### src/rtl/rss_pkg.sv
`default_nettype none
package rss_pkg;
  // register byte offsets
  localparam logic [7:0] RSS_OFS_CTRL = 8'h00;
  localparam logic [7:0] RSS_OFS_CAUSE = 8'h04;
  localparam logic [7:0] RSS_OFS_WDLOAD = 8'h08;
  localparam logic [7:0] RSS_OFS_WDCNT = 8'h0C;
  localparam logic [7:0] RSS_OFS_PRESC = 8'h10;
  localparam logic [7:0] RSS_OFS_PERIPH = 8'h14;
  localparam logic [7:0] RSS_OFS_RELOAD = 8'h18;
  // ctrl fields
  localparam int RSS_CTRL_WD_EN = 0;
  localparam int RSS_CTRL_WD_MODE = 1;
  localparam int RSS_CTRL_MON_OFF = 2;
  localparam int RSS_CTRL_IO_RST_OFF = 3;
  localparam int RSS_CTRL_BO_MASK_CORE = 4;
  localparam int RSS_CTRL_BO_MASK_IO = 5;
  localparam int RSS_CTRL_CLK_CFG = 8;
  // cause fields
  localparam int RSS_CAUSE_WD = 0;
  localparam int RSS_CAUSE_SUPPLY = 1;
  localparam int RSS_CAUSE_BO_CORE = 2;
  localparam int RSS_CAUSE_BO_IO = 3;
  // reset values, watchdog terminal count, reload key and boot address
  localparam logic [31:0] RSS_CTRL_RST = 32'h0000_0000;
  localparam logic [15:0] RSS_WDLOAD_RST = 16'hFFFF;
  localparam logic [7:0] RSS_PRESC_RST = 8'h00;
  localparam logic [15:0] RSS_WD_TERMINAL = 16'h0000;
  localparam logic [31:0] RSS_RELOAD_KEY = 32'h0000_A5A5;
  localparam logic [31:0] RSS_START_ADDR = 32'h0000_0000;
  // timing
  localparam int RSS_CLK_MHZ = 200;
  localparam int RSS_POR_US = 1000;
  localparam int RSS_POR_CYC = RSS_POR_US * RSS_CLK_MHZ;
  localparam int RSS_RINMIN_NS = 100;
  localparam int RSS_RINMIN_CYC = (RSS_RINMIN_NS * RSS_CLK_MHZ + 999) / 1000;
endpackage
`default_nettype wire

### src/rtl/rss_system_reset_supervisor.sv
`timescale 1ns/1ps
`default_nettype none
// What this block does
// - global clear resets all but cause; system clear also spares clock unit.
// - core dropout, io dropout and power-up each raise global clear.
// - watchdog, board pin and debug command raise system clear only.
// - cause register records watchdog or supply; only power-up or a write-one-to-clear clears it.
// - separate brown-out warnings for core and io supplies.
// - mask bits can suppress every brown-out interrupt.
// - core dropout always raises global clear, never maskable.
// - io threshold level chosen by a non-volatile configuration input.
// - control bits suppress io dropout reset or disable monitor except core dropout.
// - 16-bit down-counter behind 8-bit prescaler, watchdog or free-run.
// - watchdog reaching zero unreloaded raises system clear.
// - watchdog disabled after every reset until firmware enables it.
// - board input low for minimum pulse width raises system clear.
// - board reset output low for the power-on duration.
// - hold reset until supplies good plus power-on time; boot at zero.
// - debug-port reset command raises system clear.
// - test port controllers reset on global clear or test-port reset.
// - firmware may reset any single peripheral at any time.
module rss_system_reset_supervisor
  import rss_pkg::*;
#(
  parameter int POR_CYC = RSS_POR_CYC,
  parameter int NPERIPH = 16
) (
  input wire logic i_mclk,
  input wire logic i_nrst,
  input wire logic i_core_supply_ok,
  input wire logic i_io_supply_ok_low_thr,
  input wire logic i_io_supply_ok_high_thr,
  input wire logic i_core_sag,
  input wire logic i_io_sag,
  input wire logic i_io_thr_sel,
  input wire logic i_board_reset_input_low,
  input wire logic i_dbg_reset_cmd,
  input wire logic i_tap_reset_low,
  input wire logic i_tap_reset_cmd,
  input wire logic i_psel,
  input wire logic i_penable,
  input wire logic i_pwrite,
  input wire logic [7:0] i_paddr,
  input wire logic [31:0] i_pwdata,
  output logic [31:0] o_prdata,
  output logic o_pready,
  output logic o_pslverr,
  output logic o_global_clear,
  output logic o_system_clear,
  output logic o_tap_clear,
  output logic o_board_reset_output_low,
  output logic o_brownout_irq,
  output logic [NPERIPH-1:0] o_periph_clear,
  output logic [7:0] o_clock_unit_cfg,
  output logic [31:0] o_boot_addr
);

  localparam int PW = $clog2(POR_CYC + 1);
  localparam int MW = $clog2(RSS_RINMIN_CYC + 1);

  typedef enum logic [1:0] {RSS_POR, RSS_RUN, RSS_SYSRST} rss_state_t;

  logic [31:0] ctrl;
  logic [3:0] cause;
  logic [15:0] wd_load;
  logic [15:0] wd_cnt;
  logic [7:0] presc;
  logic [7:0] presc_cnt;
  logic [PW-1:0] por_cnt;
  logic [MW-1:0] pin_cnt;
  rss_state_t state;
  logic io_ok;
  logic gr_req;
  logic sr_req;
  logic wd_fire;
  logic pin_fire;
  logic apb_wr;
  logic apb_rd;
  logic reload_hit;
  logic tick;
  logic [31:0] next_prdata;

  ////////////////////////////////////////////////////////////////////////////
  // reset sources

  assign io_ok = i_io_thr_sel ? i_io_supply_ok_high_thr :
                 i_io_supply_ok_low_thr;
  // core dropout ignores every control bit; io dropout obeys them
  assign gr_req = !i_core_supply_ok
                | (!io_ok && !ctrl[RSS_CTRL_IO_RST_OFF]
                   && !ctrl[RSS_CTRL_MON_OFF]);
  assign pin_fire = (pin_cnt == MW'(RSS_RINMIN_CYC));
  assign sr_req = wd_fire | pin_fire | i_dbg_reset_cmd;

  always_ff @(posedge i_mclk or negedge i_nrst) begin
    if (!i_nrst) begin
      pin_cnt <= '0;
    end else if (i_board_reset_input_low) begin
      pin_cnt <= '0;
    end else if (!pin_fire) begin
      pin_cnt <= pin_cnt + MW'(1);
    end
  end

  ////////////////////////////////////////////////////////////////////////////
  // sequencer

  always_ff @(posedge i_mclk or negedge i_nrst) begin
    if (!i_nrst) begin
      state <= RSS_POR;
      por_cnt <= '0;
    end else begin
      case (state)
        RSS_POR: begin
          // count restarts whenever a supply is still low
          if (gr_req) begin
            por_cnt <= '0;
          end else if (por_cnt == PW'(POR_CYC - 1)) begin
            state <= RSS_RUN;
          end else begin
            por_cnt <= por_cnt + PW'(1);
          end
        end
        RSS_RUN: begin
          if (gr_req) begin
            state <= RSS_POR;
            por_cnt <= '0;
          end else if (sr_req) begin
            state <= RSS_SYSRST;
          end
        end
        RSS_SYSRST: begin
          if (gr_req) begin
            state <= RSS_POR;
            por_cnt <= '0;
          end else if (!sr_req) begin
            state <= RSS_RUN;
          end
        end
        default: state <= RSS_POR;
      endcase
    end
  end

  // board pin follows global clear, so both last the power-on time
  always_ff @(posedge i_mclk or negedge i_nrst) begin
    if (!i_nrst) begin
      o_global_clear <= 1'b1;
    end else begin
      o_global_clear <= (state == RSS_POR) | gr_req;
    end
  end

  always_ff @(posedge i_mclk or negedge i_nrst) begin
    if (!i_nrst) begin
      o_system_clear <= 1'b1;
    end else begin
      o_system_clear <= (state != RSS_RUN) | gr_req | sr_req;
    end
  end

  always_ff @(posedge i_mclk or negedge i_nrst) begin
    if (!i_nrst) begin
      o_board_reset_output_low <= 1'b0;
    end else begin
      o_board_reset_output_low <= !((state == RSS_POR) | gr_req);
    end
  end

  // watchdog and board-pin clears leave the test port controllers alone
  always_ff @(posedge i_mclk or negedge i_nrst) begin
    if (!i_nrst) begin
      o_tap_clear <= 1'b1;
    end else begin
      o_tap_clear <= (state == RSS_POR) | gr_req | !i_tap_reset_low
                   | i_tap_reset_cmd;
    end
  end

  always_ff @(posedge i_mclk or negedge i_nrst) begin
    if (!i_nrst) begin
      o_boot_addr <= RSS_START_ADDR;
    end else begin
      o_boot_addr <= RSS_START_ADDR;
    end
  end

  ////////////////////////////////////////////////////////////////////////////
  // watchdog

  assign tick = (presc_cnt == presc);
  assign reload_hit = apb_wr && (i_paddr == RSS_OFS_RELOAD)
                    && (i_pwdata == RSS_RELOAD_KEY);
  assign wd_fire = ctrl[RSS_CTRL_WD_EN] && !ctrl[RSS_CTRL_WD_MODE]
                 && tick && (wd_cnt == RSS_WD_TERMINAL + 16'h0001)
                 && !reload_hit;

  always_ff @(posedge i_mclk or negedge i_nrst) begin
    if (!i_nrst) begin
      presc_cnt <= 8'h00;
      wd_cnt <= RSS_WDLOAD_RST;
    end else if (o_system_clear || reload_hit
                 || !ctrl[RSS_CTRL_WD_EN]) begin
      presc_cnt <= 8'h00;
      wd_cnt <= wd_load;
    end else if (tick) begin
      presc_cnt <= 8'h00;
      // free-run mode wraps at terminal count
      wd_cnt <= (wd_cnt == RSS_WD_TERMINAL) ? wd_load :
                wd_cnt - 16'h0001;
    end else begin
      presc_cnt <= presc_cnt + 8'h01;
    end
  end

  ////////////////////////////////////////////////////////////////////////////
  // apb slave, zero wait states

  assign apb_wr = i_psel && i_penable && i_pwrite;
  assign apb_rd = i_psel && !i_penable && !i_pwrite;

  always_comb begin
    next_prdata = 32'h0000_0000;
    case (i_paddr)
      RSS_OFS_CTRL: next_prdata = ctrl;
      RSS_OFS_CAUSE: next_prdata = {28'h000_0000, cause};
      RSS_OFS_WDLOAD: next_prdata = {16'h0000, wd_load};
      RSS_OFS_WDCNT: next_prdata = {16'h0000, wd_cnt};
      RSS_OFS_PRESC: next_prdata = {24'h00_0000, presc};
      RSS_OFS_PERIPH: next_prdata = 32'(o_periph_clear);
      default: next_prdata = 32'h0000_0000;
    endcase
  end

  always_ff @(posedge i_mclk or negedge i_nrst) begin
    if (!i_nrst) begin
      o_prdata <= 32'h0000_0000;
      o_pready <= 1'b0;
      o_pslverr <= 1'b0;
    end else begin
      // pready registered in setup, so access completes in one cycle
      o_pready <= i_psel && !i_penable;
      o_pslverr <= i_psel && !i_penable && (i_paddr[1:0] != 2'b00
                 || i_paddr > RSS_OFS_RELOAD);
      if (apb_rd) begin
        o_prdata <= next_prdata;
      end
    end
  end

  // system clear restores control; clock unit field only on global clear
  always_ff @(posedge i_mclk or negedge i_nrst) begin
    if (!i_nrst) begin
      ctrl <= RSS_CTRL_RST;
      wd_load <= RSS_WDLOAD_RST;
      presc <= RSS_PRESC_RST;
    end else if (o_global_clear) begin
      ctrl <= RSS_CTRL_RST;
      wd_load <= RSS_WDLOAD_RST;
      presc <= RSS_PRESC_RST;
    end else if (o_system_clear) begin
      ctrl <= {RSS_CTRL_RST[31:16], ctrl[15:8], RSS_CTRL_RST[7:0]};
      wd_load <= RSS_WDLOAD_RST;
      presc <= RSS_PRESC_RST;
    end else if (apb_wr) begin
      case (i_paddr)
        RSS_OFS_CTRL: ctrl <= {16'h0000, i_pwdata[15:8], 2'b00,
                               i_pwdata[5:0]};
        RSS_OFS_WDLOAD: wd_load <= i_pwdata[15:0];
        RSS_OFS_PRESC: presc <= i_pwdata[7:0];
        default: ctrl <= ctrl;
      endcase
    end
  end

  always_ff @(posedge i_mclk or negedge i_nrst) begin
    if (!i_nrst) begin
      o_clock_unit_cfg <= 8'h00;
    end else begin
      o_clock_unit_cfg <= ctrl[RSS_CTRL_CLK_CFG +: 8];
    end
  end

  ////////////////////////////////////////////////////////////////////////////
  // reset cause and brown-out; set wins over write-one-to-clear

  always_ff @(posedge i_mclk or negedge i_nrst) begin
    if (!i_nrst) begin
      cause <= 4'h0;
    end else if (state == RSS_POR && !i_core_supply_ok && !io_ok) begin
      cause <= 4'h0;
    end else begin
      for (int b = 0; b < 4; b++) begin
        if (apb_wr && i_paddr == RSS_OFS_CAUSE && i_pwdata[b]) begin
          cause[b] <= 1'b0;
        end
      end
      if (wd_fire) begin
        cause[RSS_CAUSE_WD] <= 1'b1;
      end
      if (gr_req && state != RSS_POR) begin
        cause[RSS_CAUSE_SUPPLY] <= 1'b1;
      end
      if (i_core_sag && !ctrl[RSS_CTRL_MON_OFF]) begin
        cause[RSS_CAUSE_BO_CORE] <= 1'b1;
      end
      if (i_io_sag && !ctrl[RSS_CTRL_MON_OFF]) begin
        cause[RSS_CAUSE_BO_IO] <= 1'b1;
      end
    end
  end

  always_ff @(posedge i_mclk or negedge i_nrst) begin
    if (!i_nrst) begin
      o_brownout_irq <= 1'b0;
    end else begin
      o_brownout_irq <= (cause[RSS_CAUSE_BO_CORE]
                         && !ctrl[RSS_CTRL_BO_MASK_CORE])
                      | (cause[RSS_CAUSE_BO_IO]
                         && !ctrl[RSS_CTRL_BO_MASK_IO]);
    end
  end

  ////////////////////////////////////////////////////////////////////////////
  // per-peripheral clears

  genvar gp;
  generate
    for (gp = 0; gp < NPERIPH; gp++) begin : g_periph
      always_ff @(posedge i_mclk or negedge i_nrst) begin
        if (!i_nrst) begin
          o_periph_clear[gp] <= 1'b0;
        end else if (o_system_clear) begin
          o_periph_clear[gp] <= 1'b0;
        end else if (apb_wr && i_paddr == RSS_OFS_PERIPH) begin
          o_periph_clear[gp] <= i_pwdata[gp];
        end
      end
    end
  endgenerate

endmodule
`default_nettype wire

### config.mk
export PLATFORM = sky130hd
export DESIGN_NAME = rss_system_reset_supervisor
export DESIGN_NICKNAME = d
export VERILOG_FILES = /design/src/rtl/rss_pkg.sv /design/src/rtl/rss_system_reset_supervisor.sv
export SDC_FILE = /design/constraint.sdc
export NUM_CORES = 1
export LEC_CHECK = 0
export BUFFER_PORTS_ARGS = -buffer_cell sky130_fd_sc_hd__buf_2
export CORE_MARGIN = 2
export CORE_UTILIZATION = 52
export CTS_BUF_LIST = sky130_fd_sc_hd__clkbuf_8
export DETAILED_ROUTE_END_ITERATION = 10
export GPL_TIMING_DRIVEN = 0
export PLACE_DENSITY_LB_ADDON = 0.05
export SYNTH_ARGS = -nofsm -noshare
export SYNTH_HDL_FRONTEND = slang
export SYNTH_SLANG_ARGS = --single-unit
export TNS_END_PERCENT = 100
### constraint.sdc
create_clock -name i_mclk -period 2.2 [get_ports i_mclk]
set_clock_uncertainty 0.05 [all_clocks]
set_input_delay 0.22 -clock i_mclk [delete_from_list [all_inputs] [get_ports i_mclk]]
set_output_delay 0.22 -clock i_mclk [all_outputs]
set_load 0.05 [all_outputs]
==> impl_metrics.py <==
metrics = {
    "worst_setup_path": {
        "r2r_end": "state[0]",
        "max_stage_delay_ns": 0.39,
        "cp.required_ns": 2.49,
        "crit_buf_inv": 0,
        "cp_top_family": "simple AND/OR/NAND/NOR gates",
        "rr_worst_depth": 6,
        "startpoint": "wd_cnt[10]",
        "cp_data_arrival_time_ns": 2.53,
        "startpoint_type": "register",
        "crit_path_end_kind": "register",
        "regToRegSetupSlack_ns": -0.04,
        "worstPathCellList": "nor4_4, and4_4, nor4b_4, nor2b_1, o211a_1, mux2_4",
        "crit_slowest_cell": "dfstp_2",
        "r2r-start": "wd_cnt[10]",
        "crit_fanout": 3,
        "worstSetupPathType": "reg -> reg",
    },
    "sta": {
        "period_needed_ns": 2.24,
        "setup_violations": 2,
        "slew_viol_final": 0,
        "relSlewSlack_pct": 36.3,
        "tightest_slew_ns": 0.949,
        "fin_ws_ns": -0.0430,
        "hold_violations": 0,
        "rsz0062_at_grt": "yes",
        "post-route-period-util_pct": 102,
        "fmaxAchievable_mhz": 446,
    },
    "die": {
        "fp.dieW_um": 123,
        "die_h_um": 123,
        "core_sq_um": 13900,
        "initial_core_util_pct": 53.3,
        "die_area_sq_um": 15200,
        "boundaryPins": 150,
        "rows": 43,
    },
    "detailed_routing": {
        "wirelength_mm": 21.8,
        "vias": 6691,
        "drtIter0Drc": 689,
        "ant_nets": 0,
        "drcViolationCount": 0,
        "viasPerCell": 5.80,
        "wire_per_inst_um": 18.9,
        "drt_first_pass_iters": 7,
    },
    "placed_design": {
        "gp_congestion": 0.959,
        "port_buffers": 100,
        "dpl-instance-area_sq_um": 8330,
        "hpwlAfterDp_mm": 15.8,
    },
    "yosys": {
        "synth_edf_count": 0,
        "synth_top_area_cell": "dfrtp_1",
        "yosys.area.top_type_share_pct": 34.9,
        "synth_common_cells": "dfrtp_1, nand2_1, nand3_1, buf_4, o21ai_0",
        "synth_most_common_cell": "dfrtp_1",
        "synth-seq-area-share_pct": 47.3,
        "postSynthAreaPerCell_sq_um": 9.67,
        "synth_top_cells_by_area": "dfrtp_1, dfstp_2, buf_4",
        "ys_async_sr_fraction_pct": 100,
        "synthFlopType": "dfrtp_1",
        "syn-cell-area_sq_um": 7400,
        "yosys_register_bits": 138,
        "postSynthCellCount": 765,
        "yosys_warnings": 0,
        "ys_types": 66,
    },
    "clocking": {
        "cts-buffers-inserted": 17,
        "cts_buffer_depth": 2,
        "clk_pin_slew_ns": 0.08,
        "clock-sinks": 138,
        "cts_tree": "yes",
        "cts_root_buf": "clkbuf_8",
        "htree_levels": 4,
        "worstSkewPairLatency_ns": 0.46,
    },
    "power_and_ir_drop": {
        "internal_power_mw": 3.95,
        "ir_worst_vdd_mv": 0.367,
        "powerDensity_nw_per_um2": 582,
        "clockPowerShare_pct": 41.3,
        "p_sw_mw": 1.37,
        "power.leakage_nw": 4.46,
        "seqPwrFrac_pct": 48.3,
        "total_power_mw": 5.31,
        "comb_power_share_pct": 10.4,
        "p_sw_share_pct": 25.7,
    },
    "worst_hold_path": {
        "hp-start": "i_pwdata[0]",
        "whs_endpoint": "presc[0]",
        "hp-class": "in -> reg",
        "hold_depth": 3,
    },
    "cells_and_area": {
        "fin_nets": 1026,
        "seq_area_sq_um": 3500,
        "antenna_cells": 0,
        "fillers": 1171,
        "fin_area_sq_um": 9120,
        "final_layout_size_suffix_gt1_share_pct": 27.4,
        "syn_to_final_growth_pct": 23.3,
        "multi_input_area_sq_um": 3520,
    },
    "job": {
        "drv_cap": 0,
    },
    "global_routing": {
        "grt_remaining_overflow": 0,
        "grt.total_usage_pct": 29.1,
        "grt_max_degree": 81,
        "antenna_found_initial": 0,
        "grt_pass1_vias": 6044,
        "grt_pass1_wl_mm": 33.1,
    },
    "run_status": {
        "violations": "setup timing",
        "status": "complete, but fails checks",
    },
}
-- cell usage in the layout, fill, tap and decap left out, types with 11 or more instances in the layout --
cell and count:
nand3_1 51, a21oi_1 34, o21ai_0 45, mux2i_1 16
o2bb2ai_1 11, nand2_1 99, buf_4 56, nor2_1 39
nor3_1 13, clkbuf_8 21, nand4_1 11, dfrtp_1 103
conb_1 48, a22o_1 34, buf_2 109, a22oi_1 13
inv_1 25, xnor2_1 14, clkbuf_1 17, dfstp_2 35
dlygate4sd3_1 26
-- logic make-up after synthesis --
kind of cell / share of synthesized area (%)
other: 0.0507
and+or+nand+nor: 20.3
xor gates and xnor gates: 2.13
AOI/OAI and AO/OA: 17.2
adders and majority gates: 1.86
buffers and inverters: 8.56
DFF: 47.3
muxes: 2.62
-- state kept, by name (all words and copies together), names as in the netlist, 2 cells and up --
name	count
wd_cnt	16
o_periph_clear	16
state	2
o_prdata	16
presc	8
o_clock_unit_cfg	8
cause	4
ctrl	14
wd_load	16
pin_cnt	5
por_cnt	18
presc_cnt	8
-- power groups by stage --
stage          sequential, mW  clock [mW]  combinational, mW
6_report                 2.57        2.19              0.551
5_1_grt                  2.57        2.33              0.588
4_1_cts                  2.57        2.21              0.542
3_5_place_dp             2.61           0              0.501
3_3_place_gp             2.61           0              0.490
2_1_floorplan            2.62           0              0.323
-- how the worst max path moves through the flow --
stage / to / slack (ns) / depth (start not counted)
floorplan: state[0] / 0.13 / 7
global placement: pin_cnt[4] / -0.96 / 1
detailed placement: wd_cnt[12] / -0.77 / 9
CTS: state[0] / -0.02 / 6
global route: state[0] / -0.08 / 6
finish: state[0] / -0.04 / 6
-- metal layers --
layer	vias up	GRT usage (%)	wire, um
met5	-	0	0
met4	0	9.52	518
met3	42	6.46	1650
met2	323	44.8	10200
met1	3253	40.9	9510
li1	3073	-	-
-- layout make-up --
cell class              count  area share [%]
multi-input cells         565            38.6
repair buffers            132            9.13
inverters                  21           0.865
clock buffers              21            3.17
well taps                 180            2.47
plain buffers              85            6.01
flip-flops and latches    138            38.4
clock inverters            11            1.40
-- per-stage QoR --
step | setup TNS, ns | utilization, % | std cells | setup WS [ns] | hold slack, ns
global placement | -125.08 | 59.8 | 1092 | -0.958 | 0.333
detailed placement | -22.24 | 60.0 | 1093 | -0.770 | 0.186
finish | -0.0790 | 65.7 | 1153 | -0.0430 | 0.0156
floorplan | 0 | - | 812 | 0.134 | -0.126
CTS | -0.0400 | 65.2 | 1150 | -0.0234 | 0.00428
global route | -0.163 | 65.7 | 1153 | -0.0816 | 0.00704
-- worst min-delay path, stage by stage --
cell and delay (ns):
buf_2 0.12, nand3_1 0.07, a21oi_1 0.07
-- timing repair --
item,4_1_cts,5_1_grt
setup endpoints to repair,26,35
pin swaps,4,0
hold buffers,26,0
endpoints found under the hold margin,71,0
gates resized for setup,8,11
setup buffers,2,3
Note: power is estimated with default switching activity, not from simulation.
